==> src/bod_consts.svh <==
// Purpose: Offsets, field positions, reset values and fixed addresses of the byte-op decoder
// Assumes: Included by the decoder module only
// Notes:   Byte addresses on a 32-bit AXI4-Lite slave, one aligned word per register
`ifndef BOD_CONSTS_SVH
`define BOD_CONSTS_SVH

// Register byte offsets
`define BOD_OFF_INSTR    8'h00
`define BOD_OFF_FILE_IN  8'h04
`define BOD_OFF_ACC      8'h08
`define BOD_OFF_BANK     8'h0c
`define BOD_OFF_STATUS   8'h10
`define BOD_OFF_RESULT   8'h14
`define BOD_OFF_PRODUCT  8'h18
`define BOD_OFF_MOVE     8'h1c
`define BOD_OFF_TARGET   8'h20
`define BOD_OFF_DECODE   8'h24
`define BOD_OFF_CTRL     8'h28

// Status flag positions
`define BOD_FLAG_C       0
`define BOD_FLAG_DIGIT_CARRY 1
`define BOD_FLAG_Z       2
`define BOD_FLAG_OVERFLOW 3
`define BOD_FLAG_N       4

// Reset values
`define BOD_RST_ACC      8'h00
`define BOD_RST_BANK     4'h0
`define BOD_RST_FLAGS    5'h00

// Fixed file addresses of the surrounding core
`define BOD_ACCESS_SPLIT 8'h60
`define BOD_PORT_FIRST   12'hf80
`define BOD_PORT_LAST    12'hf84
`define BOD_TIMER_ADDR   12'hfd6

// Bus responses
`define BOD_RESP_OKAY    2'b00
`define BOD_RESP_SLVERR  2'b10

`endif

==> src/bod_pkg.sv <==
// Purpose: Types of the byte-op decoder
// Assumes: Nothing beyond the constants header
// Notes:   All decoder state is one packed struct
package bod_pkg;

	// Word-sequencing phase
	typedef enum logic [1:0] {
		BOD_FIRST,
		BOD_SECOND,
		BOD_SKIP,
		BOD_SKIP2
	} bod_phase_t;

	// Whole module state
	typedef struct packed {
		logic             aw_have;
		logic [7:0]       aw_addr;
		logic             w_have;
		logic [31:0]      wdata;
		logic [3:0]       wstrb;
		logic             bvalid;
		logic [1:0]       bresp;
		logic             rvalid;
		logic [31:0]      rdata;
		logic [1:0]       rresp;
		logic [7:0]       acc;
		logic [3:0]       bank;
		logic [4:0]       flags;
		logic [15:0]      file_in;
		logic             presc_assigned;
		logic [15:0]      instr;
		bod_phase_t       phase;
		logic [15:0]      first;
		logic [7:0]       res;
		logic             file_wr;
		logic             acc_wr;
		logic             skip;
		logic [1:0]       cycles;
		logic             presc_clr;
		logic [11:0]      eaddr;
		logic [15:0]      prod;
		logic [11:0]      mov_src;
		logic [11:0]      mov_dst;
		logic [19:0]      target;
		logic             fast;
	} bod_state_t;

endpackage : bod_pkg

==> src/bod_decoder.sv <==
// Purpose: Decode and execute byte-oriented file operations of an 8-bit accumulator core
// Assumes: Software supplies file and pin values, then writes an instruction word
// Notes:   Rules carried out by this block are listed below
// Function
// - Destination bit picks accumulator or file
// - Access bit picks fixed bank or bank register
// - File address is low instruction byte
// - Two-word move carries 12-bit source, destination
// - Bit ops carry 3-bit position field
// - Literal is low byte immediate
// - Call/goto target 20 bits over two words
// - Add and add-with-carry, all five flags
// - OR, AND, XOR, complement: zero, negative only
// - Compare with accumulator skips, no flags
// - Counting skips change no flags
// - Unsigned multiply, no flags changed
// - Rotates through carry: carry, zero, negative
// - Plain rotates: zero and negative only
// - Subtractions update all five flags
// - Port operand read from pin levels
// - Timer write clears assigned prescaler
// - PC change or true test: two cycles
// - Second word nop; skipped two-word: three cycles
// - Product split into high, low bytes
// - Five arithmetic status flags kept
`timescale 1ns/100ps
`include "bod_consts.svh"

module bod_decoder
	import bod_pkg::*;
(
	input  wire logic        aclk,    // 25 MHz clock
	input  wire logic        aresetn, // Sync reset, active low
	input  wire logic [7:0]  awaddr,  // Write address
	input  wire logic [2:0]  awprot,  // Unused protection
	input  wire logic        awvalid, // Write address valid
	output logic             awready, // Write address ready
	input  wire logic [31:0] wdata,   // Write data
	input  wire logic [3:0]  wstrb,   // Byte strobes
	input  wire logic        wvalid,  // Write data valid
	output logic             wready,  // Write data ready
	output logic [1:0]       bresp,   // Write response
	output logic             bvalid,  // Write response valid
	input  wire logic        bready,  // Write response ready
	input  wire logic [7:0]  araddr,  // Read address
	input  wire logic [2:0]  arprot,  // Unused protection
	input  wire logic        arvalid, // Read address valid
	output logic             arready, // Read address ready
	output logic [31:0]      rdata,   // Read data
	output logic [1:0]       rresp,   // Read response
	output logic             rvalid,  // Read data valid
	input  wire logic        rready   // Read data ready
);

	bod_state_t  s_q;        // Registered state
	bod_state_t  s_d;        // Next state
	logic [15:0] iw;         // Word being issued
	logic [11:0] ea;         // Effective file address
	logic [7:0]  fv;         // File operand
	logic [7:0]  res;        // Operation result
	logic [4:0]  fl;         // Flags after operation
	logic        wr;         // Result is written
	logic        to_file;    // Result goes to file
	logic        skip;       // Conditional test true
	logic        two_word;   // Word opens a two-word op
	logic        mul;        // Multiply issued
	logic [12:0] ar;         // Adder output, flags and sum
	logic [31:0] merged;     // Strobe-merged write word
	logic [32:0] wa;         // Addressed register before the write
	logic [32:0] rd;         // Read hit and data

	// Byte-lane merge, used for every writable register except the control register
	function automatic logic [31:0] bod_merge(input logic [31:0] old, input logic [31:0] nw,
		input logic [3:0] strb);
		for (int i = 0; i < 4; i++)
			bod_merge[i*8 +: 8] = strb[i] ? nw[i*8 +: 8] : old[i*8 +: 8];
	endfunction : bod_merge

	// Adder with carry in; subtraction passes the inverted operand and carry as not-borrow
	function automatic logic [12:0] bod_add8(input logic [7:0] a, input logic [7:0] b,
		input logic cin);
		logic [8:0] s;
		logic [4:0] lo;
		logic [4:0] f;
		s                = {1'b0, a} + {1'b0, b} + {8'h00, cin};
		lo               = {1'b0, a[3:0]} + {1'b0, b[3:0]} + {4'h0, cin};
		f[`BOD_FLAG_C]   = s[8];
		f[`BOD_FLAG_DIGIT_CARRY] = lo[4];
		f[`BOD_FLAG_Z]   = (s[7:0] == 8'h00);
		f[`BOD_FLAG_OVERFLOW] = (a[7] == b[7]) && (s[7] != a[7]);
		f[`BOD_FLAG_N]   = s[7];
		return {f, s[7:0]};
	endfunction : bod_add8

	// Access bit and bank register form the 12-bit file address
	function automatic logic [11:0] bod_eaddr(input logic a, input logic [7:0] f,
		input logic [3:0] bank);
		if (a)
			return {bank, f};
		else if (f < `BOD_ACCESS_SPLIT)
			return {4'h0, f};
		else
			return {4'hf, f};
	endfunction : bod_eaddr

	// Does this word open a two-word instruction
	function automatic logic bod_is_two(input logic [15:0] w);
		return (w[15:12] == 4'hc) || (w[15:9] == 7'b1110_110) || (w[15:8] == 8'hef);
	endfunction : bod_is_two

	// Register read decode; the top bit says the offset is mapped
	function automatic logic [32:0] bod_read(input logic [7:0] a, input bod_state_t s);
		case (a)
			`BOD_OFF_INSTR:   return {1'b1, 16'h0000, s.instr};
			`BOD_OFF_FILE_IN: return {1'b1, 16'h0000, s.file_in};
			`BOD_OFF_ACC:     return {1'b1, 24'h000000, s.acc};
			`BOD_OFF_BANK:    return {1'b1, 28'h0000000, s.bank};
			`BOD_OFF_STATUS:  return {1'b1, 27'h0000000, s.flags};
			`BOD_OFF_RESULT:  return {1'b1, 3'h0, s.eaddr, 1'b0, s.presc_clr, s.cycles,
				s.phase, s.skip, s.acc_wr, s.file_wr, s.res};
			`BOD_OFF_PRODUCT: return {1'b1, 16'h0000, s.prod};
			`BOD_OFF_MOVE:    return {1'b1, 4'h0, s.mov_dst, 4'h0, s.mov_src};
			`BOD_OFF_TARGET:  return {1'b1, 11'h000, s.fast, s.target};
			`BOD_OFF_DECODE:  return {1'b1, 16'h0, s.instr[7:0], 5'h0, s.instr[11:9]};
			`BOD_OFF_CTRL:    return {1'b1, 31'h00000000, s.presc_assigned};
			default:          return {1'b0, 32'h00000000};
		endcase
	endfunction : bod_read

	// Pending write merged over the addressed register; for the instruction
	// register this is the word being issued
	assign wa     = bod_read(s_q.aw_addr, s_q);
	assign merged = bod_merge(wa[31:0], s_q.wdata, s_q.wstrb);
	assign iw     = merged[15:0];

	// Datapath: operand fetch, operation, flags, skip test
	always_comb
	begin
		ea       = bod_eaddr(iw[8], iw[7:0], s_q.bank);
		// Port reads see the pins, not the output latch
		if (ea >= `BOD_PORT_FIRST && ea <= `BOD_PORT_LAST)
			fv = s_q.file_in[15:8];
		else
			fv = s_q.file_in[7:0];
		res      = fv;
		fl       = s_q.flags;
		wr       = 1'b0;
		to_file  = iw[9];
		skip     = 1'b0;
		mul      = 1'b0;
		ar       = 13'h0000;
		two_word = bod_is_two(iw);
		unique casez (iw[15:10])
			6'b0000_00:
			begin
				// Multiply word; the other codes here are core controls
				mul = iw[9];
			end
			6'b0000_01:
			begin
				ar  = bod_add8(fv, 8'hfe, 1'b1);
				res = ar[7:0];
				fl  = ar[12:8];
				wr  = 1'b1;
			end
			6'b0010_01, 6'b0010_00:
			begin
				// Carry-in only for the with-carry form
				ar  = bod_add8(s_q.acc, fv, iw[10] ? 1'b0 : s_q.flags[`BOD_FLAG_C]);
				res = ar[7:0];
				fl  = ar[12:8];
				wr  = 1'b1;
			end
			6'b0010_10:
			begin
				ar  = bod_add8(fv, 8'h01, 1'b0);
				res = ar[7:0];
				fl  = ar[12:8];
				wr  = 1'b1;
			end
			6'b0001_??:
			begin
				unique case (iw[11:10])
					2'b00:   res = s_q.acc | fv;
					2'b01:   res = s_q.acc & fv;
					2'b10:   res = s_q.acc ^ fv;
					default: res = ~fv;
				endcase
				fl[`BOD_FLAG_Z] = (res == 8'h00);
				fl[`BOD_FLAG_N] = res[7];
				wr              = 1'b1;
			end
			6'b0010_11, 6'b0011_11, 6'b0100_11, 6'b0100_10:
			begin
				// Count then skip on zero or nonzero, flags untouched
				// Decrement for 0010 11 and 0100 11, increment for 0011 11 and 0100 10
				res  = (iw[13] ? !iw[12] : iw[10]) ? fv - 8'h01 : fv + 8'h01;
				skip = (iw[15:12] == 4'h4) ? (res != 8'h00) : (res == 8'h00);
				wr   = 1'b1;
			end
			6'b0011_01, 6'b0011_00:
			begin
				res = iw[10] ? {fv[6:0], s_q.flags[`BOD_FLAG_C]} : {s_q.flags[`BOD_FLAG_C], fv[7:1]};
				fl[`BOD_FLAG_C] = iw[10] ? fv[7] : fv[0];
				fl[`BOD_FLAG_Z] = (res == 8'h00);
				fl[`BOD_FLAG_N] = res[7];
				wr              = 1'b1;
			end
			6'b0011_10:
			begin
				res = {fv[3:0], fv[7:4]};
				wr  = 1'b1;
			end
			6'b0100_01, 6'b0100_00:
			begin
				res = iw[10] ? {fv[6:0], fv[7]} : {fv[0], fv[7:1]};
				fl[`BOD_FLAG_Z] = (res == 8'h00);
				fl[`BOD_FLAG_N] = res[7];
				wr              = 1'b1;
			end
			6'b0101_00:
			begin
				fl[`BOD_FLAG_Z] = (fv == 8'h00);
				fl[`BOD_FLAG_N] = fv[7];
				wr              = 1'b1;
			end
			6'b0101_01, 6'b0101_10, 6'b0101_11:
			begin
				// Borrow enters as inverted carry; plain form has no borrow
				if (iw[11:10] == 2'b01)
					ar = bod_add8(s_q.acc, ~fv, s_q.flags[`BOD_FLAG_C]);
				else
					ar = bod_add8(fv, ~s_q.acc, iw[10] | s_q.flags[`BOD_FLAG_C]);
				res = ar[7:0];
				fl  = ar[12:8];
				wr  = 1'b1;
			end
			6'b0110_??:
			begin
				// Compares and tests never write; the rest always go to file
				to_file = 1'b1;
				unique case (iw[11:9])
					3'b000:  skip = fv < s_q.acc;
					3'b001:  skip = fv == s_q.acc;
					3'b010:  skip = fv > s_q.acc;
					3'b011:  skip = fv == 8'h00;
					3'b100:
					begin
						res = 8'hff;
						wr  = 1'b1;
					end
					3'b101:
					begin
						res             = 8'h00;
						fl[`BOD_FLAG_Z] = 1'b1;
						wr              = 1'b1;
					end
					3'b110:
					begin
						ar  = bod_add8(8'h00, ~fv, 1'b1);
						res = ar[7:0];
						fl  = ar[12:8];
						wr  = 1'b1;
					end
					default:
					begin
						res = s_q.acc;
						wr  = 1'b1;
					end
				endcase
			end
			6'b0111_??, 6'b100?_??, 6'b101?_??:
			begin
				// Bit field selects one bit of the file byte
				to_file = 1'b1;
				unique case (iw[15:12])
					4'h7:    res[iw[11:9]] = ~fv[iw[11:9]];
					4'h8:    res[iw[11:9]] = 1'b1;
					4'h9:    res[iw[11:9]] = 1'b0;
					4'ha:    skip = fv[iw[11:9]];
					default: skip = ~fv[iw[11:9]];
				endcase
				wr = !iw[15] || (iw[14:13] == 2'b00); // Bit tests never write
			end
			default:
			begin
				// Literal, branch and unassigned words change nothing here
				wr = 1'b0;
			end
		endcase
	end

	// Bus slave, instruction sequencing and register updates
	always_comb
	begin
		s_d = s_q;
		rd  = bod_read(araddr, s_q);
		// Read channel: one outstanding read, answered next cycle
		if (s_q.rvalid && rready)
			s_d.rvalid = 1'b0;
		if (arvalid && !s_q.rvalid)
		begin
			s_d.rvalid = 1'b1;
			s_d.rdata  = rd[31:0];
			s_d.rresp  = rd[32] ? `BOD_RESP_OKAY : `BOD_RESP_SLVERR;
		end
		// Write channel: address and data taken in either order
		if (s_q.bvalid && bready)
			s_d.bvalid = 1'b0;
		if (awvalid && awready)
		begin
			s_d.aw_have = 1'b1;
			s_d.aw_addr = awaddr;
		end
		if (wvalid && wready)
		begin
			s_d.w_have = 1'b1;
			s_d.wdata  = wdata;
			s_d.wstrb  = wstrb;
		end
		if (s_q.aw_have && s_q.w_have)
		begin
			s_d.aw_have = 1'b0;
			s_d.w_have  = 1'b0;
			s_d.bvalid  = 1'b1;
			s_d.bresp   = wa[32] ? `BOD_RESP_OKAY : `BOD_RESP_SLVERR;
			unique case (s_q.aw_addr)
				`BOD_OFF_FILE_IN: s_d.file_in = merged[15:0];
				`BOD_OFF_ACC:     s_d.acc     = merged[7:0];
				`BOD_OFF_BANK:    s_d.bank    = merged[3:0];
				`BOD_OFF_STATUS:  s_d.flags   = merged[4:0];
				`BOD_OFF_CTRL:    s_d.presc_assigned = s_q.wstrb[0] ? s_q.wdata[0] : s_q.presc_assigned;
				`BOD_OFF_INSTR:
				begin
					s_d.instr = iw;
					unique case (s_q.phase)
						BOD_SKIP, BOD_SKIP2:
						begin
							// Skipped word is flushed as a nop, one cycle each
							s_d.cycles = s_q.cycles + 2'd1;
							s_d.phase  = (s_q.phase == BOD_SKIP && two_word) ? BOD_SKIP2 : BOD_FIRST;
						end
						BOD_SECOND:
						begin
							if (iw[15:12] == 4'hf)
							begin
								// Second word consumed by its opener
								s_d.phase  = BOD_FIRST;
								s_d.cycles = 2'd2;
								if (s_q.first[15:12] == 4'hc)
								begin
									s_d.mov_src = s_q.first[11:0];
									s_d.mov_dst = iw[11:0];
								end
								else
								begin
									s_d.target = {iw[11:0], s_q.first[7:0]};
									s_d.fast   = (s_q.first[15:9] == 7'b1110_110) & s_q.first[8];
								end
							end
							else
								s_d.phase = BOD_FIRST; // Opener abandoned, word dropped
						end
						default:
						begin
							s_d.file_wr   = 1'b0;
							s_d.acc_wr    = 1'b0;
							s_d.skip      = 1'b0;
							s_d.presc_clr = 1'b0;
							s_d.cycles    = 2'd1;
							s_d.eaddr     = ea;
							s_d.res       = res;
							if (iw[15:12] == 4'hf)
								s_d.cycles = 2'd1; // Orphan second word is a nop
							else if (two_word)
							begin
								s_d.first = iw;
								s_d.phase = BOD_SECOND;
							end
							else
							begin
								s_d.flags = fl;
								s_d.skip  = skip;
								if (skip)
								begin
									s_d.phase  = BOD_SKIP;
								end
								if (mul)
									s_d.prod = {8'h00, s_q.acc} * {8'h00, fv};
								if (wr && !to_file)
								begin
									s_d.acc    = res;
									s_d.acc_wr = 1'b1;
								end
								if (wr && to_file)
								begin
									s_d.file_wr   = 1'b1;
									s_d.presc_clr = (ea == `BOD_TIMER_ADDR) && s_q.presc_assigned;
								end
							end
						end
					endcase
				end
				default: s_d.bresp = s_d.bresp; // Read-only or unmapped: no store
			endcase
		end
	end

	// Handshake outputs from state
	assign awready = !s_q.aw_have && !s_q.bvalid;
	assign wready  = !s_q.w_have && !s_q.bvalid;
	assign arready = !s_q.rvalid;
	assign bvalid  = s_q.bvalid;
	assign bresp   = s_q.bresp;
	assign rvalid  = s_q.rvalid;
	assign rdata   = s_q.rdata;
	assign rresp   = s_q.rresp;

	// State register; reset leaves accumulator, bank and flags cleared
	always_ff @(posedge aclk)
	begin
		if (!aresetn)
		begin
			s_q       <= '0;
			s_q.acc   <= `BOD_RST_ACC;
			s_q.bank  <= `BOD_RST_BANK;
			s_q.flags <= `BOD_RST_FLAGS;
			s_q.phase <= BOD_FIRST;
		end
		else
			s_q <= s_d;
	end

endmodule : bod_decoder

==> config.mk <==
export PLATFORM = sky130hd
export DESIGN_NAME = bod_decoder
export DESIGN_NICKNAME = d
export VERILOG_FILES = /design/src/bod_pkg.sv /design/src/bod_decoder.sv
export VERILOG_INCLUDE_DIRS = /design/src
export SDC_FILE = /design/constraint.sdc
export NUM_CORES = 1
export LEC_CHECK = 0
export BUFFER_PORTS_ARGS = -buffer_cell sky130_fd_sc_hd__buf_2
export CORE_MARGIN = 2
export CORE_UTILIZATION = 35
export CTS_CLUSTER_SIZE = 8
export DETAILED_ROUTE_END_ITERATION = 10
export GPL_TIMING_DRIVEN = 0
export SYNTH_ARGS = -nofsm -noshare
export SYNTH_HDL_FRONTEND = slang
export SYNTH_SLANG_ARGS = --single-unit
==> constraint.sdc <==
create_clock -name aclk -period 6.8 [get_ports aclk]
set_input_delay 1.02 -clock aclk [delete_from_list [all_inputs] [get_ports aclk]]
set_output_delay 1.02 -clock aclk [all_outputs]
set_load 0.02 [all_outputs]
==> summary.txt <==
Die
  – Core area: 0.0502 mm²
  – Chip Width: 229 µm
  – Initial Util: 35.4%
  – Die Span Y: 229 µm
  – Number of I/O pins: 106
  – Die area: 0.0526 mm²
  – Site Rows: 82

Clocking
  – Htree depth: 1
  – CTS root buf: clkbuf_16
  – CTS buffer count: 30
  – Clock Latency Late Sink: 0.59 ns
  – CTS tree: yes
  – Clock buffer depth: 3
  – Hold_buf cts: 0
  – Worst-path clk slew: 0.05 ns
  – Sink Count: 216

Finish
  – Final Non-Filler Cells: 3244
  – Post-Route Utilization: 42.8%
  – Layout cells sized above 1: 18.4%
  – Area Overhead vs Synth: 20.9%
  – Total Nets Final: 2763

Critical path
  – R2R cell count: 31
  – Crit path DAT: 7.34 ns
  – CP startpoint kind: flop
  – Worst EP required: 7.26 ns
  – Reg2reg start: s_q[233]
  – CP Max Fanout: 6
  – Crit. End Element: flop
  – Setup CP Type: flop to flop
  – Slowest CP cell: mux4_2
  – CP most frequent cell: fa_1
  – FF-to-FF setup slack: -0.07 ns
  – RR Endpoint: s_q[58]
  – Crit-path max cell delay: 0.60 ns

Timing
  – Fmax: 0.145 GHz
  – Worst Max-Slew Pin Slew: 1.34 ns
  – Setup-failing EPs final: 3
  – RSZ-0062 raised after global routing: yes
  – Fin crit share: 101%
  – Fin crit period: 6.87 ns
  – Fin. Hold Viols: 0
  – Pins Over Slew Limit: 0
  – Max-Slew Margin vs Limit: 10.0%
  – Fin worst setup slack: -0.0746 ns
  – Clk_skew: 0.0108 ns

Route
  – Vias: 21000
  – WL final: 100 mm
  – Initial DRC count: 3091
  – Detail Route Antenna Nets: 0
  – Pre-antenna DRT Iters: 8
  – Drt via density: 6.48
  – # DRC: 0
  – Wire length per cell: 30.9 µm

Synthesis
  – Synth Flop Type: dfxtp_1
  – Syn Area/Cell: 7.51 µm²
  – Synth cell types: 104
  – Post-Syn Area: 0.0178 mm²
  – Synth warn: 0
  – Most numerous cell in the Yosys netlist: nand2_1
  – Ys async rst share: 0%
  – FF+latch count, synth: 216
  – Mapped Cells: 2366
  – Top post-synthesis cells by count: nand2_1 (331), nor2_1 (275), dfxtp_1 (216)
  – Cell taking the most area after synthesis: dfxtp_1
  – Largest cells by area after synthesis: dfxtp_1 (24%), nand2_1 (7.0%), ha_1 (5.9%)
  – Post-synth EDFFs: 0
  – Post-synth top area share: 24.3%
  – Post-synthesis sequential area ratio: 24.3%

Worst hold path
  – Hold Startpoint: s_q[18]
  – Worst Hold Path Cells: 2
  – Hold Path Sink: s_q[18]
  – Worst hold path class: flop to flop

Placed design
  – Setup WS pre-CTS: -2.16 ns
  – Gp weighted congestion: 1.08
  – Post-DP HPWL: 75.6 mm
  – Inst Count DP: 3119
  – Port bufs: 75

Power and ir drop
  – Lkg Pwr: 0.00809 µW
  – PD cells: 158 mW/mm²
  – NetSw: 1100 µW
  – Flop pwr share: 39.1%
  – Sw frac: 32.3%
  – Clock power share: 39.7%
  – Comb pwr share: 21.2%
  – Cell Int Power: 2300 µW
  – Peak supply drop: 0.171 mV

Flow run
  – Total of max-cap violations: 0

Global routing
  – Vias in the first global route: 19200
  – First-pass GRT wire length: 140 mm
  – All-layer global routing usage: 36.7%
  – Overflow after GRT: 0
  – Largest net degree at the start of global routing: 29
  – Initial antenna violation count: 4

Status
  – Failing checks: setup timing
  – Status: complete, but fails checks
[stage by stage]
step / total power, µW / hold slack [ns] / area, µm² / setup TNS (ns)
final: 3400 / 0.453 / 21500 / -0.183
after global routing: 3480 / 0.470 / 21500 / -0.927
after CTS: 3340 / 0.453 / 20900 / -0.390
after detailed placement: 1970 / 0.446 / 19000 / -36.66
after global placement: 1970 / 0.445 / 19000 / -42.85
after floorplan: 1720 / 0.431 / 17800 / 0
[layout by cell type, fill, tap and decap left out, types with 70 or more instances in the layout]
| cell type | n |
|---|---|
| nand2_1 | 327 |
| nor2_1 | 265 |
| dfxtp_1 | 211 |
| a21oi_1 | 181 |
| buf_4 | 139 |
| clkbuf_1 | 96 |
| buf_2 | 90 |
| inv_1 | 88 |
| ha_1 | 76 |
| o21ai_0 | 75 |
| nand3_1 | 70 |
[metal layers]
layer	vias to the layer above	part of all wire, %	wire (µm)	track usage (%)
met5	-	0.036	36	0
met2	1524	40	40400	52.5
met3	292	13	12700	10.1
met4	6	5.0	4990	14.8
met1	10300	42	42100	51.6
li1	8912	-	-	-
[power by group through the flow]
stage | Sequential [µW] | Clock, µW | Combinational [µW]
5_1_grt | 1330 | 1400 | 745
6_report | 1330 | 1350 | 721
4_1_cts | 1330 | 1340 | 670
2_1_floorplan | 1340 | 0 | 378
3_5_place_dp | 1350 | 0 | 622
3_3_place_gp | 1350 | 0 | 622
[how the worst max path moves through the flow]
stage	from	endpoint	slack, ns	cells past startpoint
2_1_floorplan	s_q[233]	s_q[58]	0.01	30
3_3_place_gp	s_q[233]	s_q[60]	-2.32	30
3_5_place_dp	s_q[233]	s_q[60]	-2.16	32
4_1_cts	s_q[233]	s_q[60]	-0.15	31
5_1_grt	s_q[233]	s_q[60]	-0.27	31
6_report	s_q[233]	s_q[58]	-0.07	31
[area by class of cell]
cell class | instances | area, µm²
fillers | 5175 | 28700
multi-input cells | 1842 | 12600
flip-flops and latches | 216 | 4340
plain buffers | 195 | 1240
repair buffers | 179 | 1230
well taps | 672 | 841
clock buffers | 30 | 751
inverters | 107 | 442
clock inverters | 1 | 30.0
diodes | 2 | 5.00
[state kept, by name, summed over array words and instances, names as in the netlist]
signal	cells
rvalid	1
rresp	1
bresp	1
bvalid	1
rdata	29
s_q	183
[kinds of logic (layout without fill, tap and decap cells)]
group	after synthesis	after routing	share of synthesized area, %
DFF	216	216	24.3
buffers and inverters	312	512	7.98
and+or+nand+nor	927	927	24.2
xor gates and xnor gates	41	41	2.02
AOI/OAI and AO/OA	661	661	25.6
muxes	81	81	5.04
adders and majority gates	127	127	10.8
other	1	7	0.0211
[worst max-delay path, delay by kind of cell (launching register included)]
family                     cells  cell delay, ns
AOI/OAI and AO/OA              9            1.69
xor gates and xnor gates       1            0.13
adders and majority gates      5            2.29
buffers and inverters          9            0.92
DFF                            1            0.38
muxes                          2            0.73
and+or+nand+nor                5            0.58
[timing repair]
item                                    CTS  global route
gates cloned                              0             0
buffers inserted                         73            30
pin swaps                                40            46
resized for setup                       148            81
endpoints found under the setup margin   35            15
Note: power is estimated with default switching activity, not from simulation.
